`src/rtl/csd_pkg.sv`:
```
// Constants for the channel scan and sensor drive configuration block.
package csd_pkg;

  // ----------------------------------------------------------------
  // Register port geometry
  // ----------------------------------------------------------------
  localparam int ADDR_W = 8;
  localparam int DATA_W = 16;
  localparam int DRV_W = 5;
  localparam int CHAN_W = 2;
  localparam int NUM_DRV_REGS = 3;

  // ----------------------------------------------------------------
  // Register offsets
  // ----------------------------------------------------------------
  localparam logic [7:0] OFS_SEQ_CTRL = 8'h1B;
  localparam logic [7:0] OFS_SW_RESET = 8'h1C;
  localparam logic [7:0] OFS_DRV_CHAN0 = 8'h1E;
  localparam logic [7:0] OFS_DRV_CHAN1 = 8'h1F;
  localparam logic [7:0] OFS_DRV_CHAN2 = 8'h20;

  // ----------------------------------------------------------------
  // Field positions
  // ----------------------------------------------------------------
  localparam int SCAN_EN_BIT = 15;
  localparam int ROT_SEQ_HI = 14;
  localparam int ROT_SEQ_LO = 13;
  localparam int DEGLITCH_HI = 2;
  localparam int DEGLITCH_LO = 0;
  localparam int SW_RESET_BIT = 15;
  localparam int DRV_LVL_HI = 15;
  localparam int DRV_LVL_LO = 11;
  localparam int INIT_DRV_HI = 10;
  localparam int INIT_DRV_LO = 6;

  // ----------------------------------------------------------------
  // Reset values
  // ----------------------------------------------------------------
  localparam logic [15:0] SEQ_CTRL_RST = 16'h020F;
  localparam logic [4:0] DRV_RST = 5'h00;

  // ----------------------------------------------------------------
  // Rotation codes and deglitch bandwidth codes
  // ----------------------------------------------------------------
  localparam logic [1:0] ROT_CH01 = 2'h0;
  localparam logic [1:0] ROT_CH012 = 2'h1;
  localparam logic [1:0] ROT_CH0123 = 2'h2;
  localparam logic [1:0] ROT_CH01B = 2'h3;
  localparam logic [2:0] DGL_1MHZ = 3'h1;
  localparam logic [2:0] DGL_3M3HZ = 3'h4;
  localparam logic [2:0] DGL_10MHZ = 3'h5;
  localparam logic [2:0] DGL_33MHZ = 3'h7;
  localparam logic [15:0] BW_KHZ_1M = 16'h03E8;
  localparam logic [15:0] BW_KHZ_3M3 = 16'h0CE4;
  localparam logic [15:0] BW_KHZ_10M = 16'h2710;
  localparam logic [15:0] BW_KHZ_33M = 16'h80E8;

endpackage : csd_pkg

```
`src/rtl/csd_seq_if.sv`:
```
// Interface between the register bank and the channel sequencer.
`timescale 1ns/1ps
interface csd_seq_if;
  logic scanEnable;
  logic [1:0] rotationSequence;
  logic [1:0] singleChannelSelect;
  logic convDone;
  logic restart;
  logic [1:0] activeChan;
  logic listWrap;

  modport cfg (
    output scanEnable,
    output rotationSequence,
    output singleChannelSelect,
    output convDone,
    output restart,
    input activeChan,
    input listWrap
  );

  modport seq (
    input scanEnable,
    input rotationSequence,
    input singleChannelSelect,
    input convDone,
    input restart,
    output activeChan,
    output listWrap
  );
endinterface : csd_seq_if

```
`src/rtl/csd_channel_scan_drive_cfg.sv`:
```
// Register bank for channel scan, deglitch filter, software reset and sensor drive.
`timescale 1ns/1ps
module csd_channel_scan_drive_cfg #(
  parameter int NUM_CHANNELS = 4
) (
  input wire logic mclk,
  input wire logic rst_n,
  input wire logic [7:0] regAddr,
  input wire logic [15:0] regWrData,
  input wire logic regWrEn,
  input wire logic regRdEn,
  output logic [15:0] regRdData,
  input wire logic [1:0] singleChannelSelect,
  input wire logic driveOverrideEnable,
  input wire logic amplitudeCorrectionOff,
  input wire logic convDone,
  input wire logic ampCorrDone,
  input wire logic [1:0] ampCorrChan,
  input wire logic [4:0] ampCorrDrive,
  output logic [1:0] activeChannel,
  output logic scanWrap,
  output logic [4:0] sensorDriveLevel,
  output logic sensorDriveOverride,
  output logic [2:0] deglitchCode,
  output logic [15:0] deglitchBandwidthKhz,
  output logic deviceResetReq
);

  // Only the two-channel and four-channel variants exist.
  if (NUM_CHANNELS != 2 && NUM_CHANNELS != 4) begin : g_bad_channels
    $error("csd_channel_scan_drive_cfg: NUM_CHANNELS must be 2 or 4");
  end

  // ------------------------------------------------------------
  // Declarations
  // ------------------------------------------------------------
  logic [15:0] seqCtrlFf;
  logic [4:0] drvLevelFf [0:csd_pkg::NUM_DRV_REGS-1];
  logic [4:0] initDriveFf [0:csd_pkg::NUM_DRV_REGS-1];
  logic [csd_pkg::NUM_DRV_REGS-1:0] drvWrSel;
  logic swResetWrite;
  logic seqCtrlWrite;
  logic deviceResetReqFf;
  logic [15:0] rdMux;
  logic [15:0] regRdDataFf;
  logic [4:0] sensorDriveLevelFf;
  logic sensorDriveOverrideFf;
  logic [15:0] deglitchKhzFf;
  logic [15:0] nxt_deglitchKhzFf;
  logic ampUpdate;

  csd_seq_if seqBus ();

  // ------------------------------------------------------------
  // Address decode
  // ------------------------------------------------------------
  assign seqCtrlWrite = regWrEn && (regAddr == csd_pkg::OFS_SEQ_CTRL);
  assign swResetWrite = regWrEn && (regAddr == csd_pkg::OFS_SW_RESET)
    && regWrData[csd_pkg::SW_RESET_BIT];
  assign drvWrSel[0] = regWrEn && (regAddr == csd_pkg::OFS_DRV_CHAN0);
  assign drvWrSel[1] = regWrEn && (regAddr == csd_pkg::OFS_DRV_CHAN1);
  assign drvWrSel[2] = regWrEn && (regAddr == csd_pkg::OFS_DRV_CHAN2);

  // ------------------------------------------------------------
  // Scan control register
  // ------------------------------------------------------------
  // Reserved bits are stored as written so that a readback shows what the
  // host left there; the host is expected to keep the fixed pattern.
  always_ff @(posedge mclk or negedge rst_n) begin
    if (!rst_n) begin
      seqCtrlFf <= csd_pkg::SEQ_CTRL_RST;
    end else if (swResetWrite) begin
      seqCtrlFf <= csd_pkg::SEQ_CTRL_RST;
    end else if (seqCtrlWrite) begin
      seqCtrlFf <= regWrData;
    end
  end

  // ------------------------------------------------------------
  // Software reset request
  // ------------------------------------------------------------
  // The request is a single-cycle pulse; nothing is stored, so the bit
  // cannot be read back as one.
  always_ff @(posedge mclk or negedge rst_n) begin
    if (!rst_n) begin
      deviceResetReqFf <= 1'b0;
    end else begin
      deviceResetReqFf <= swResetWrite;
    end
  end

  // ------------------------------------------------------------
  // Per-channel drive registers
  // ------------------------------------------------------------
  assign ampUpdate = ampCorrDone && !amplitudeCorrectionOff;

  for (genvar ch = 0; ch < csd_pkg::NUM_DRV_REGS; ch++) begin : g_drv
    always_ff @(posedge mclk or negedge rst_n) begin
      if (!rst_n) begin
        drvLevelFf[ch] <= csd_pkg::DRV_RST;
      end else if (swResetWrite) begin
        drvLevelFf[ch] <= csd_pkg::DRV_RST;
      end else if (drvWrSel[ch]) begin
        drvLevelFf[ch] <= regWrData[csd_pkg::DRV_LVL_HI:csd_pkg::DRV_LVL_LO];
      end
    end

    // Calibration results keep flowing in even while software writes the
    // same register, because the field is read-only to software.
    always_ff @(posedge mclk or negedge rst_n) begin
      if (!rst_n) begin
        initDriveFf[ch] <= csd_pkg::DRV_RST;
      end else if (swResetWrite) begin
        initDriveFf[ch] <= csd_pkg::DRV_RST;
      end else if (ampUpdate && (ampCorrChan == 2'(ch))) begin
        initDriveFf[ch] <= ampCorrDrive;
      end
    end
  end

  // ------------------------------------------------------------
  // Read path
  // ------------------------------------------------------------
  always_comb begin
    rdMux = 16'h0000;
    case (regAddr)
      csd_pkg::OFS_SEQ_CTRL: rdMux = seqCtrlFf;
      csd_pkg::OFS_SW_RESET: rdMux = 16'h0000;
      csd_pkg::OFS_DRV_CHAN0: begin
        rdMux[csd_pkg::DRV_LVL_HI:csd_pkg::DRV_LVL_LO] = drvLevelFf[0];
        rdMux[csd_pkg::INIT_DRV_HI:csd_pkg::INIT_DRV_LO] = initDriveFf[0];
      end
      csd_pkg::OFS_DRV_CHAN1: begin
        rdMux[csd_pkg::DRV_LVL_HI:csd_pkg::DRV_LVL_LO] = drvLevelFf[1];
        rdMux[csd_pkg::INIT_DRV_HI:csd_pkg::INIT_DRV_LO] = initDriveFf[1];
      end
      csd_pkg::OFS_DRV_CHAN2: begin
        rdMux[csd_pkg::DRV_LVL_HI:csd_pkg::DRV_LVL_LO] = drvLevelFf[2];
        rdMux[csd_pkg::INIT_DRV_HI:csd_pkg::INIT_DRV_LO] = initDriveFf[2];
      end
      default: rdMux = 16'h0000;
    endcase
  end

  // Read data stand only in the cycle after the read strobe.
  always_ff @(posedge mclk or negedge rst_n) begin
    if (!rst_n) begin
      regRdDataFf <= 16'h0000;
    end else if (regRdEn) begin
      regRdDataFf <= rdMux;
    end else begin
      regRdDataFf <= 16'h0000;
    end
  end

  // ------------------------------------------------------------
  // Channel sequencer
  // ------------------------------------------------------------
  assign seqBus.scanEnable = seqCtrlFf[csd_pkg::SCAN_EN_BIT];
  assign seqBus.rotationSequence = seqCtrlFf[csd_pkg::ROT_SEQ_HI:csd_pkg::ROT_SEQ_LO];
  assign seqBus.singleChannelSelect = singleChannelSelect;
  assign seqBus.convDone = convDone;
  assign seqBus.restart = deviceResetReqFf;

  csd_scan_seq #(
    .NUM_CHANNELS(NUM_CHANNELS)
  ) u_seq (
    .mclk(mclk),
    .rst_n(rst_n),
    .sq(seqBus.seq)
  );

  // ------------------------------------------------------------
  // Sensor drive selection
  // ------------------------------------------------------------
  // Channel 3 has no drive register in this bank, so it drives zero here.
  always_ff @(posedge mclk or negedge rst_n) begin
    if (!rst_n) begin
      sensorDriveOverrideFf <= 1'b0;
    end else begin
      sensorDriveOverrideFf <= driveOverrideEnable;
    end
  end

  always_ff @(posedge mclk or negedge rst_n) begin
    if (!rst_n) begin
      sensorDriveLevelFf <= csd_pkg::DRV_RST;
    end else begin
      if (driveOverrideEnable && (seqBus.activeChan < 2'(csd_pkg::NUM_DRV_REGS))) begin
        sensorDriveLevelFf <= drvLevelFf[seqBus.activeChan];
      end else begin
        sensorDriveLevelFf <= csd_pkg::DRV_RST;
      end
    end
  end

  // ------------------------------------------------------------
  // Deglitch bandwidth decode
  // ------------------------------------------------------------
  // Undefined codes fall back to the widest filter so no sensor is cut off.
  always_comb begin
    case (seqCtrlFf[csd_pkg::DEGLITCH_HI:csd_pkg::DEGLITCH_LO])
      csd_pkg::DGL_1MHZ: nxt_deglitchKhzFf = csd_pkg::BW_KHZ_1M;
      csd_pkg::DGL_3M3HZ: nxt_deglitchKhzFf = csd_pkg::BW_KHZ_3M3;
      csd_pkg::DGL_10MHZ: nxt_deglitchKhzFf = csd_pkg::BW_KHZ_10M;
      csd_pkg::DGL_33MHZ: nxt_deglitchKhzFf = csd_pkg::BW_KHZ_33M;
      default: nxt_deglitchKhzFf = csd_pkg::BW_KHZ_33M;
    endcase
  end

  always_ff @(posedge mclk or negedge rst_n) begin
    if (!rst_n) begin
      deglitchKhzFf <= csd_pkg::BW_KHZ_33M;
    end else begin
      deglitchKhzFf <= nxt_deglitchKhzFf;
    end
  end

  // ------------------------------------------------------------
  // Outputs
  // ------------------------------------------------------------
  assign regRdData = regRdDataFf;
  assign activeChannel = seqBus.activeChan;
  assign scanWrap = seqBus.listWrap;
  assign sensorDriveLevel = sensorDriveLevelFf;
  assign sensorDriveOverride = sensorDriveOverrideFf;
  assign deglitchCode = seqCtrlFf[csd_pkg::DEGLITCH_HI:csd_pkg::DEGLITCH_LO];
  assign deglitchBandwidthKhz = deglitchKhzFf;
  assign deviceResetReq = deviceResetReqFf;

endmodule : csd_channel_scan_drive_cfg

```
`src/rtl/csd_scan_seq.sv`:
```
// Channel sequencer: single-channel or round-robin scan over a channel list.
`timescale 1ns/1ps
module csd_scan_seq #(
  parameter int NUM_CHANNELS = 4
) (
  input wire logic mclk,
  input wire logic rst_n,
  csd_seq_if.seq sq
);

  // Only the two-channel and four-channel variants exist.
  if (NUM_CHANNELS != 2 && NUM_CHANNELS != 4) begin : g_bad_channels
    $error("csd_scan_seq: NUM_CHANNELS must be 2 or 4");
  end

  logic [1:0] lastPos;
  logic [1:0] posFf;
  logic [1:0] nxt_posFf;
  logic [1:0] activeChanFf;
  logic listWrapFf;

  // ------------------------------------------------------------
  // List length decode
  // ------------------------------------------------------------
  // A two-channel part only ever walks channels 0 and 1.
  always_comb begin
    case (sq.rotationSequence)
      csd_pkg::ROT_CH01: lastPos = 2'h1;
      csd_pkg::ROT_CH012: lastPos = (NUM_CHANNELS == 4) ? 2'h2 : 2'h1;
      csd_pkg::ROT_CH0123: lastPos = (NUM_CHANNELS == 4) ? 2'h3 : 2'h1;
      csd_pkg::ROT_CH01B: lastPos = 2'h1;
      default: lastPos = 2'h1;
    endcase
  end

  // ------------------------------------------------------------
  // Position in the list
  // ------------------------------------------------------------
  always_comb begin
    nxt_posFf = posFf;
    if (!sq.scanEnable) begin
      nxt_posFf = 2'h0;
    end else if (sq.convDone) begin
      nxt_posFf = (posFf >= lastPos) ? 2'h0 : posFf + 2'h1;
    end
  end

  always_ff @(posedge mclk or negedge rst_n) begin
    if (!rst_n) begin
      posFf <= 2'h0;
    end else if (sq.restart) begin
      posFf <= 2'h0;
    end else begin
      posFf <= nxt_posFf;
    end
  end

  always_ff @(posedge mclk or negedge rst_n) begin
    if (!rst_n) begin
      listWrapFf <= 1'b0;
    end else begin
      listWrapFf <= sq.scanEnable && sq.convDone && !sq.restart && (posFf >= lastPos);
    end
  end

  // ------------------------------------------------------------
  // Channel handed to the conversion engine
  // ------------------------------------------------------------
  always_ff @(posedge mclk or negedge rst_n) begin
    if (!rst_n) begin
      activeChanFf <= 2'h0;
    end else if (sq.restart) begin
      activeChanFf <= 2'h0;
    end else if (sq.scanEnable) begin
      activeChanFf <= nxt_posFf;
    end else begin
      activeChanFf <= sq.singleChannelSelect;
    end
  end

  assign sq.activeChan = activeChanFf;
  assign sq.listWrap = listWrapFf;

endmodule : csd_scan_seq

```
`config.mk`:
```
export PLATFORM = sky130hd
export DESIGN_NAME = csd_channel_scan_drive_cfg
export DESIGN_NICKNAME = d
export VERILOG_FILES = /design/src/rtl/csd_pkg.sv /design/src/rtl/csd_seq_if.sv /design/src/rtl/csd_channel_scan_drive_cfg.sv /design/src/rtl/csd_scan_seq.sv
export SDC_FILE = /design/constraint.sdc
export NUM_CORES = 1
export LEC_CHECK = 0
export BUFFER_PORTS_ARGS = -buffer_cell sky130_fd_sc_hd__clkbuf_2
export CAP_MARGIN = 10
export CELL_PAD_IN_SITES_DETAIL_PLACEMENT = 2
export CELL_PAD_IN_SITES_GLOBAL_PLACEMENT = 2
export CORE_MARGIN = 4
export CORE_UTILIZATION = 36
export CTS_BUF_LIST = sky130_fd_sc_hd__clkbuf_16
export DETAILED_ROUTE_END_ITERATION = 7
export PLACE_DENSITY_LB_ADDON = 0.1
export SETUP_SLACK_MARGIN = 0.1
export SLEW_MARGIN = 20
export SYNTH_ARGS = -nofsm -noshare
export SYNTH_HDL_FRONTEND = slang
export SYNTH_SLANG_ARGS = --single-unit
```
`constraint.sdc`:
```
create_clock -name mclk -period 5.2 [get_ports mclk]
set_clock_uncertainty 0.1 [all_clocks]
set_input_delay 1.04 -clock mclk [delete_from_list [all_inputs] [get_ports mclk]]
set_output_delay 1.04 -clock mclk [all_outputs]
set_load 0.02 [all_outputs]
```
# After elaboration in Yosys (flattened, before gate mapping)
# Cells that the tools add are included.
# op_classes
eq_ne,13
muxes,29
bitwise_logic,1
add_sub_neg,1
n_lt_le_gt_ge,3
n_reduce_logical,26
# ops
op,count
two-way mux 5 bit,15
two-way mux 16 bit,3
one-hot mux 16 bit (3 select lines),1
one-hot mux 10 bit (4 select lines),1
"equality test 8 x 5 -> 1 bit, second input constant",4
logical AND 1 bit,14
nonzero test 2 bit,7
two-way mux 2 bit,6
binary-select mux 5 bit (select 2 bit),1
"equality test 8 x 6 -> 1 bit, second input constant",1
"equality test 2 bit, second input constant",3
"equality test 3 bit, second input constant",2
two-way mux 6 bit,1
one-hot mux 2 bit (3 select lines),1
"equality test 2 x 1 -> 1 bit, second input constant",2
logical NOT 2 bit,2
"equality test 3 x 1 -> 1 bit, second input constant",1
"greater-or-equal comparator 3 bit, second input constant",1
NOT 2 -> 3 bit,1
"adder 2 x 1 -> 2 bit, second input constant",1
greater-or-equal comparator 2 bit,1
logical NOT 1 bit,2
"less-than comparator 2 bit, second input constant",1
OR reduction 2 bit,1
# totals
in_bits,41
reg_bits,90
output_inout_bits,45

# Logic depth before layout (Yosys ltp)
# Gate-level depths: netlist of run 1.
# logic_depth
ltp_word,9
ltp_mapped,8
mapped_depth_nobuf,8

# Hierarchy
# From an unflattened synthesis of run 1, not the netlist that was laid out.
# unflattened
hier_cells,311
area_unflattened_um2,3644.7
# by_module_without_submodules
mod,area_per_inst_um2,seq_area_each_um2,instances,cells_each
csd_channel_scan_drive_cfg,3344.5,1911.8,1,284
csd_scan_seq,300.3,125.1,1,27

# Least setup slack after synthesis of run 1
# Ideal clock, no wire load.
# synth_timing
path_type,input -> register
startpoint,input port regAddr[5]
endpoint,register drvLevelFf[14] (netlist bit)
path_slack_ps,2983
setup_time_ps,136
arrival_time_ps,1980
stages,6
cell_sequence,and4b_4 -> and4_4 -> buf_6 -> buf_4 -> nand3b_1 -> o21ai_0
# synth_between
elab_chain_cells,4
# synth_lines
element,line,text
from (decl),csd_channel_scan_drive_cfg.sv:8,"input wire logic [7:0] regAddr,"
equality test 8 x 5 -> 1 bit,csd_channel_scan_drive_cfg.sv:58,assign swResetWrite = regWrEn && (regAddr == csd_pkg::OFS_SW_RESET)
logical AND 1 bit,csd_channel_scan_drive_cfg.sv:58,
logical AND 1 bit,csd_channel_scan_drive_cfg.sv:59,&& regWrData[csd_pkg::SW_RESET_BIT];
two-way mux 5 bit / nonzero test 2 bit (equally long branches),n/a,
"to (signal, indexed assignment)",csd_channel_scan_drive_cfg.sv:100,drvLevelFf[ch] <= csd_pkg::DRV_RST;
"to (signal, indexed assignment)",csd_channel_scan_drive_cfg.sv:102,drvLevelFf[ch] <= csd_pkg::DRV_RST;
"to (signal, indexed assignment)",csd_channel_scan_drive_cfg.sv:104,drvLevelFf[ch] <= regWrData[csd_pkg::DRV_LVL_HI:csd_pkg::DRV_LVL_LO];
to (decl),csd_channel_scan_drive_cfg.sv:38,logic [4:0] drvLevelFf [0:csd_pkg::NUM_DRV_REGS-1];
# Parallel ways exist; a longest one is shown, timed or not.
# A chain may end at the register's enable or synchronous reset.

# Worst setup path after layout of run 1
# layout_timing
startpoint,input port regAddr[2]
endpoint,"register regRdDataFf[7], in the netlist regRdData[7]"
# layout_between
elab_chain_cells,3
# layout_lines
element,line,text
equality test 8 x 6 -> 1 bit / equality test 8 x 5 -> 1 bit (equally long branches),csd_channel_scan_drive_cfg.sv:126,case (regAddr)
one-hot mux 10 bit (4 select lines) (*),csd_channel_scan_drive_cfg.sv:126,
two-way mux 16 bit (*),csd_channel_scan_drive_cfg.sv:149,end else if (regRdEn) begin
to (signal assigned),csd_channel_scan_drive_cfg.sv:150,regRdDataFf <= rdMux;
to (decl),csd_channel_scan_drive_cfg.sv:45,logic [15:0] regRdDataFf;
# Mark *: on every way between the ends. The rest lies on a longest branch, timed or not.

==> reports/results.txt, run 1 <==
Max Clk Rate: 388 MHz
Count of TritonRoute iterations in the first routing pass: 4
Count of unique library cells instantiated by Yosys: 43
Most common cell in the netlist: sky130_fd_sc_hd__dfrtp_1
Number of enable-type register cells in the synthesized netlist: 0
R2R Path Start: seqCtrlFf[14]
Setup repair after global routing missed its margin: no
Setup Fix Bufs, Post-CTS: 0
Most common library cells after synthesis: sky130_fd_sc_hd__dfrtp_1 (73), sky130_fd_sc_hd__nand2_1 (28), sky130_fd_sc_hd__nor2_1 (26), sky130_fd_sc_hd__mux2i_1 (24), sky130_fd_sc_hd__a22o_1 (19)
Slowest cell on crit path: sky130_fd_sc_hd__and3_1
DRC viols: 0
Initial core utilization: 0.369
Instance area at placement: 0.00401 mm2
Number of nets with antenna violations after routing: 0
Total congestion overflow after global routing: 0
Period Utilization, post-route: 0.495
Number of buffers between clock root and the deepest sink: 2
YS warnings: 0
Reg clk slew, reported paths: 0.06 ns
Count of clock tree sinks: 81
Share of synthesized flip-flops with an asynchronous set or reset: 1.00
Post-CTS Hold Buffers: 0
Yosys top cell by area: sky130_fd_sc_hd__dfrtp_1
WS Path Type: in2reg
Ant. Diodes: 0
Hold Crit Start: seqCtrlFf[5]
HPWL after detailed placement: 7100 um
Maximum vdd drop: 0.134 mV
Fillers: 1053
Proportion of netlist area held by the largest area contributor: 0.509
Total clock buffers created by CTS: 9
Clock tree from TritonCTS: done
Tot GR Track Use: 0.183
Critical-path cell list: clkbuf_2 > nor4b_1 > and3_1 > o21ai_2 > a21oi_1
Maximum number of pins on one net before global-route repair: 82
Endpoint with the worst hold slack: seqCtrlFf[5]
Mean instance size in the synthesized netlist: 11.2 um2
Height of the die: 108 um
Count of max-cap constraint violations: 0
Clk Latency, worst-skew pair: 0.34 ns
Reg2Reg Setup Slack: 3.30 ns
Path type of the worst min-delay path: reg2reg
Leakage power of the design: 2.09 nW
Endpoint of the worst register-to-register path: u_seq.sq.activeChan[0]
Top flip-flop cell by instance count after synthesis: sky130_fd_sc_hd__dfrtp_1
Aggregate negative setup slack: 0 ns
Clock root buffer: sky130_fd_sc_hd__clkbuf_16
Finish-stage setup viols: 0
Wire length of the first global-routing pass: 16200 um
Mean routed wirelength per cell: 18.9 um
Initial antenna violation count: 0
Reg2reg path depth: 8
Number of cells on the worst hold path: 1
Number of gates resized after cts: 0
Max transition margin: 0.394
Iteration-0 DRC Markers: 79
Area enclosed by the die boundary: 0.0116 mm2
Portion of the post-synthesis area used by sequential elements: 0.567
DRT Wirelength: 10000 um
Count of input and output buffers: 81
I/O Pins: 86
Layout cells sized above 1: 0.286
Post-detailed-route via-to-cell ratio: 5.10
Cell count after synthesis: 320
Vias in the first global route: 3067
Number of H-tree branching levels: 3
Worst Path Required: 5.35 ns
Layout overhead on the synthesized area: 20.6%
Final slew viol count: 0
Peak per-stage delay on the critical path: 0.64 ns
Number of nets in the finished design: 434
Final hold violations: 0
Total power: 0.00154 W
Category of the worst setup path launch point: input port
Final weighted congestion in routability-driven placement: 0.728
Final cell area excluding filler cells: 0.00433 mm2
Crit path DAT: 2.73 ns
Transition time at the pin with the least slew margin: 0.908 ns
Row count: 36
Number of register bits inferred by synthesis: 81
Max Fanout on Critical Path: 15
Top cells by area, synth: sky130_fd_sc_hd__dfrtp_1 (51%), sky130_fd_sc_hd__mux2i_1 (6.7%), sky130_fd_sc_hd__dfstp_2 (5.9%)
Final worst path period need: 2.58 ns
Capturing element type of the critical path: flip-flop
Die X-Extent: 108 um
Cell Pwr Density: 355 mW/mm2
Run status: finished clean
Combined area of all synthesized cells: 0.00359 mm2
Floorplan core area: 0.00973 mm2
Total via count after detailed routing: 2691
==> layout by cell type, fill, tap and decap left out, types with 2 or more instances in the layout <==
master / netlist / layout
sky130_fd_sc_hd__nor4bb_1: 2 / 2
sky130_fd_sc_hd__nand4_1: 4 / 4
sky130_fd_sc_hd__dfrtp_1: 73 / 73
sky130_fd_sc_hd__a211oi_1: 2 / 2
sky130_fd_sc_hd__buf_4: 14 / 4
sky130_fd_sc_hd__conb_1: 1 / 4
sky130_fd_sc_hd__a21o_1: 3 / 3
sky130_fd_sc_hd__clkbuf_2: 0 / 80
sky130_fd_sc_hd__nand3b_1: 4 / 4
sky130_fd_sc_hd__a21oi_1: 18 / 18
sky130_fd_sc_hd__nor2b_1: 6 / 6
sky130_fd_sc_hd__dfstp_2: 8 / 8
sky130_fd_sc_hd__mux2i_1: 24 / 24
sky130_fd_sc_hd__ha_1: 3 / 3
sky130_fd_sc_hd__a22oi_1: 10 / 10
sky130_fd_sc_hd__nand2_1: 28 / 28
sky130_fd_sc_hd__o21ai_0: 8 / 8
sky130_fd_sc_hd__nor2_1: 26 / 26
sky130_fd_sc_hd__nand3_1: 9 / 9
sky130_fd_sc_hd__nand2b_1: 2 / 2
sky130_fd_sc_hd__a22o_1: 19 / 19
sky130_fd_sc_hd__and3_1: 3 / 3
sky130_fd_sc_hd__o22a_1: 5 / 5
sky130_fd_sc_hd__inv_1: 5 / 6
sky130_fd_sc_hd__and2_1: 12 / 12
sky130_fd_sc_hd__clkbuf_16: 0 / 9
sky130_fd_sc_hd__clkinv_2: 0 / 2
sky130_fd_sc_hd__bufinv_16: 0 / 2
==> layout make-up <==
type	instances	area [um2]	area share
Timing Repair Buffer	85	442	0.102
Multi-Input combinational cell	208	1350	0.313
Clock inverter	7	86.3	0.0199
Tap cell	133	166	0.0384
Sequential cell	81	2040	0.471
Inverter	5	18.8	0.00434
Clock buffer	9	225	0.0520
==> where the power goes <==
| part | switching [W] | internal (W) |
|---|---|---|
| Sequential | 0.0000336 | 0.000685 |
| Clock | 0.000252 | 0.000416 |
| Combinational | 0.0000891 | 0.0000586 |
==> worst max path at each step <==
stage | start | to | slack [ns]
floorplan | regAddr[5] | drvLevelFf[14] | 2.98
global placement | regAddr[0] | seqCtrlFf[1] | 2.39
detailed placement | regAddr[2] | regRdData[15] | 2.30
CTS | regAddr[2] | regRdData[7] | 2.64
global route | regAddr[2] | regRdData[6] | 2.45
finish | regAddr[2] | regRdData[7] | 2.62
==> metrics by stage <==
step                hold WS (ns)  utilization  setup WS, ns  cells
global placement           0.379        0.413          2.39    512
detailed placement         0.391        0.413          2.30    512
floorplan                  0.354            -          2.98    323
global route               0.425        0.445          2.45    528
finish                     0.402        0.445          2.62    528
CTS                        0.407        0.445          2.64    528
==> state kept, by name, indices dropped and copies added (netlist names), 2 cells and up <==
signal and count:
regRdData 16, seqCtrlFf 16, drvLevelFf 15, initDriveFf 15
deglitchBandwidthKhz 7, sensorDriveLevel 5, u_seq.posFf 2, u_seq.sq.activeChan 2
==> critical path: cells and delay by family <==
kind / cells / cell delay (ns)
AND/OR/NAND/NOR: 2 / 1.03
buffers and inverters: 1 / 0.13
AO/OA/AOI/OAI: 2 / 0.53
==> per-layer routing <==
layer / wire length (um) / global-route usage / share of wire
met5: 0 / 0 / 0
met1: 4360 / 0.232 / 0.44
met4: 122 / 0.0703 / 0.012
met2: 5070 / 0.312 / 0.51
met3: 442 / 0.0294 / 0.044
==> kinds of logic (layout without fill, tap and decap cells) <==
group / Yosys count / after routing / share of synthesized area
buffers and inverters: 34 / 106 / 0.0589
AND/OR/NAND/NOR: 107 / 107 / 0.158
AO/OA/AOI/OAI: 68 / 68 / 0.132
multiplexers: 24 / 24 / 0.0669
XOR/XNOR: 2 / 2 / 0.00488
flip-flops: 81 / 81 / 0.567
other: 1 / 4 / 0.00104
adder cells (fa/ha/maj): 3 / 3 / 0.0105
(Power assumes the default switching activity.)
==> inputs of run 2 (changes only) <==
CORE_UTILIZATION = 31   (was 36)
clock period = 2.1 ns   (was 5.2 ns; I/O delays follow)
==> run 2 against run 1 <==
  * Cell count grew 4.2%
  * Hold slack lost 0.24 ns
  * Non-clock buffer count grew 12
  * Global-route usage shrank 1.6 points
==> reports/results.txt, run 2 (same netlist as run 1, synthesis figures left out) <==
Worst hold-check slack: 0.160 ns (-0.242 ns)
DRT Wirelength: 10400 um (+4.5%)
Final cell area excluding filler cells: 0.00443 mm2 (+2.3%)
Switching power: 0.000922 W (+150%)
Final weighted congestion in routability-driven placement: 0.720 (-1.1%)
Area enclosed by the die boundary: 0.0134 mm2 (+15%)
Count of TritonRoute iterations in the first routing pass: 4 (unchanged)
Number of H-tree branching levels: 3 (unchanged)
Iteration-0 DRC Markers: 117 (+48%)
DRC viols: 0 (unchanged)
Internal power of the cells: 0.00275 W (+140%)
Clock tree from TritonCTS: done
Commonest non-fill, non-tap cell in the layout: sky130_fd_sc_hd__clkbuf_2
Run status: finished clean
WS Path Type: reg2reg
Floorplan core area: 0.0114 mm2 (+17%)
Height of the die: 116 um (+7.2%)
Layout cells sized above 1: 0.302 (+0.0161)
Initial antenna violation count: 0 (unchanged)
Number of placed instances with taps included: 533 (+4.1%)
Final slew viol count: 0 (unchanged)
Number of nets with antenna violations after routing: 0 (unchanged)
Maximum number of pins on one net before global-route repair: 40 (-51%)
Maximum vdd drop: 0.375 mV (+180%)
Max Clk Rate: 536 MHz
Count of max-cap constraint violations: 0 (unchanged)
Die X-Extent: 116 um (+7.2%)
Max transition margin: 0.370 (-0.0240)
Reg clk slew, reported paths: 0.06 ns (about the same)
Category of the worst setup path launch point: flip-flop
Critical path's top delay family: compound AO/OA/AOI/OAI gates
Transition time at the pin with the least slew margin: 0.944 ns (+0.0360 ns)
Logic pwr share: 0.104 (+0.008)
HPWL after detailed placement: 7690 um (+8.3%)
Total clock buffers created by CTS: 9 (unchanged)
Sequential share of power: 0.484 (+0.016)
I/O Pins: 86 (unchanged)
Slowest cell on crit path: sky130_fd_sc_hd__dfrtp_1
Setup repair after global routing missed its margin: no
Number of nets in the finished design: 446 (+2.8%)
Clock root buffer: sky130_fd_sc_hd__clkbuf_16
Vias in the first global route: 3152 (+2.8%)
Tot GR Track Use: 0.167 (-0.0162)
Cell Pwr Density: 829 mW/mm2 (+130%)
Setup WS post-layout: 0.234 ns (-2.39 ns)
Number of buffers between clock root and the deepest sink: 2 (unchanged)
Leakage power of the design: 2.15 nW (+2.9%)
Total buffers and inverters traversed by the critical path: 2 (+1)
Worst Path Required: 2.28 ns (-3.07 ns)
Count of clock tree sinks: 81 (unchanged)
Total congestion overflow after global routing: 0 (unchanged)
Period Utilization, post-route: 0.888
Ant. Diodes: 0 (unchanged)
Row count: 39 (+8.3%)
Total via count after detailed routing: 2751 (+2.2%)
Clock power share: 0.412 (-0.024)
Peak per-stage delay on the critical path: 0.37 ns (-0.27 ns)
Final cell count without fillers: 550 (+4.2%)
Count of input and output buffers: 81 (unchanged)
Multi-input gate area: 0.00136 mm2 (+0.37%)
Setup WS pre-CTS: 0.0696 ns (-2.23 ns)
Mean routed wirelength per cell: 19.0 um (+0.33%)
Setup Fix Bufs, Post-CTS: 0 (unchanged)
Post-detailed-route via-to-cell ratio: 5.00 (-1.9%)
Initial core utilization: 0.316 (-0.0532)
Layout overhead on the synthesized area: 23.3%
Wire length of the first global-routing pass: 16900 um (+3.9%)
Capturing element type of the critical path: flip-flop
Finish-stage setup viols: 0 (unchanged)
Max Fanout on Critical Path: 3 (-12)
Crit path DAT: 2.04 ns (-0.69 ns)
Aggregate negative setup slack: 0 ns (unchanged)
Critical-path cell list: inv_1 > ha_1 > inv_1 > ha_1 > nand2b_1 > a21o_1 > a211oi_1 > a21o_1
Clk Latency, worst-skew pair: 0.33 ns (about the same)
Commonest non-fill, non-tap cells in the layout: sky130_fd_sc_hd__clkbuf_2 (80), sky130_fd_sc_hd__dfrtp_1 (73), sky130_fd_sc_hd__nand2_1 (28)
Sw Share: 0.251 (+0.00662)
Fillers: 1223 (+16%)
Area occupied by registers: 0.00204 mm2 (unchanged)
Final worst path period need: 1.87 ns
Path type of the worst min-delay path: in2reg
Final hold violations: 0 (unchanged)
Instance area at placement: 0.00413 mm2 (+3.0%)
[run 2: path summary, 6_finish.rpt]
check                                     from                        to  slack, ns  cells past startpoint
max                              seqCtrlFf[14]    u_seq.sq.activeChan[0]       0.23                      8
min                        driveOverrideEnable       sensorDriveOverride       0.16                      1
max reg2reg                      seqCtrlFf[14]    u_seq.sq.activeChan[0]       0.23                      8
min reg2reg                       seqCtrlFf[5]              seqCtrlFf[5]       0.40                      1
max in group asynchronous                rst_n              seqCtrlFf[0]       0.84                      3
min in group asynchronous                rst_n  deglitchBandwidthKhz[13]       0.44                      2
[run 2: routing by layer]
| layer | part of all wire | up-vias | GRT usage |
|---|---|---|---|
| li1 | - | 1277 | - |
| met1 | 0.46 | 1397 | 0.224 |
| met2 | 0.48 | 63 | 0.276 |
| met3 | 0.038 | 14 | 0.0240 |
| met4 | 0.014 | 0 | 0.0603 |
| met5 | 0 | - | 0 |
[run 2: final cells by class]
cell class	count	area share
clock buffer	9	0.0508
clock inverter	7	0.0124
inverter	5	0.00424
multi-input combinational	208	0.307
sequential	81	0.460
tap	143	0.0404
timing repair buffer	97	0.125
[run 2: repair_timing]
| item | CTS | global route |
|---|---|---|
| hold buffers | 1 | 0 |
| hold endpoints to repair | 21 | 0 |
| setup endpoints to repair | 0 | 1 |
| gates resized for setup | 0 | 1 |
[run 2: metrics by stage]
step                      total power [W]  utilization
after floorplan                   0.00201            -
after global placement            0.00218        0.364
after detailed placement          0.00220        0.364
after CTS                         0.00373        0.389
after global routing              0.00386        0.390
final                             0.00367        0.390
[run 2: power by group through the flow]
stage          sequential [W]  clock (W)  combinational (W)
6_report              0.00178    0.00151           0.000381
5_1_grt               0.00180    0.00163           0.000430
4_1_cts               0.00178    0.00156           0.000390
3_5_place_dp          0.00181          0           0.000388
3_3_place_gp          0.00180          0           0.000374
2_1_floorplan         0.00180          0           0.000210
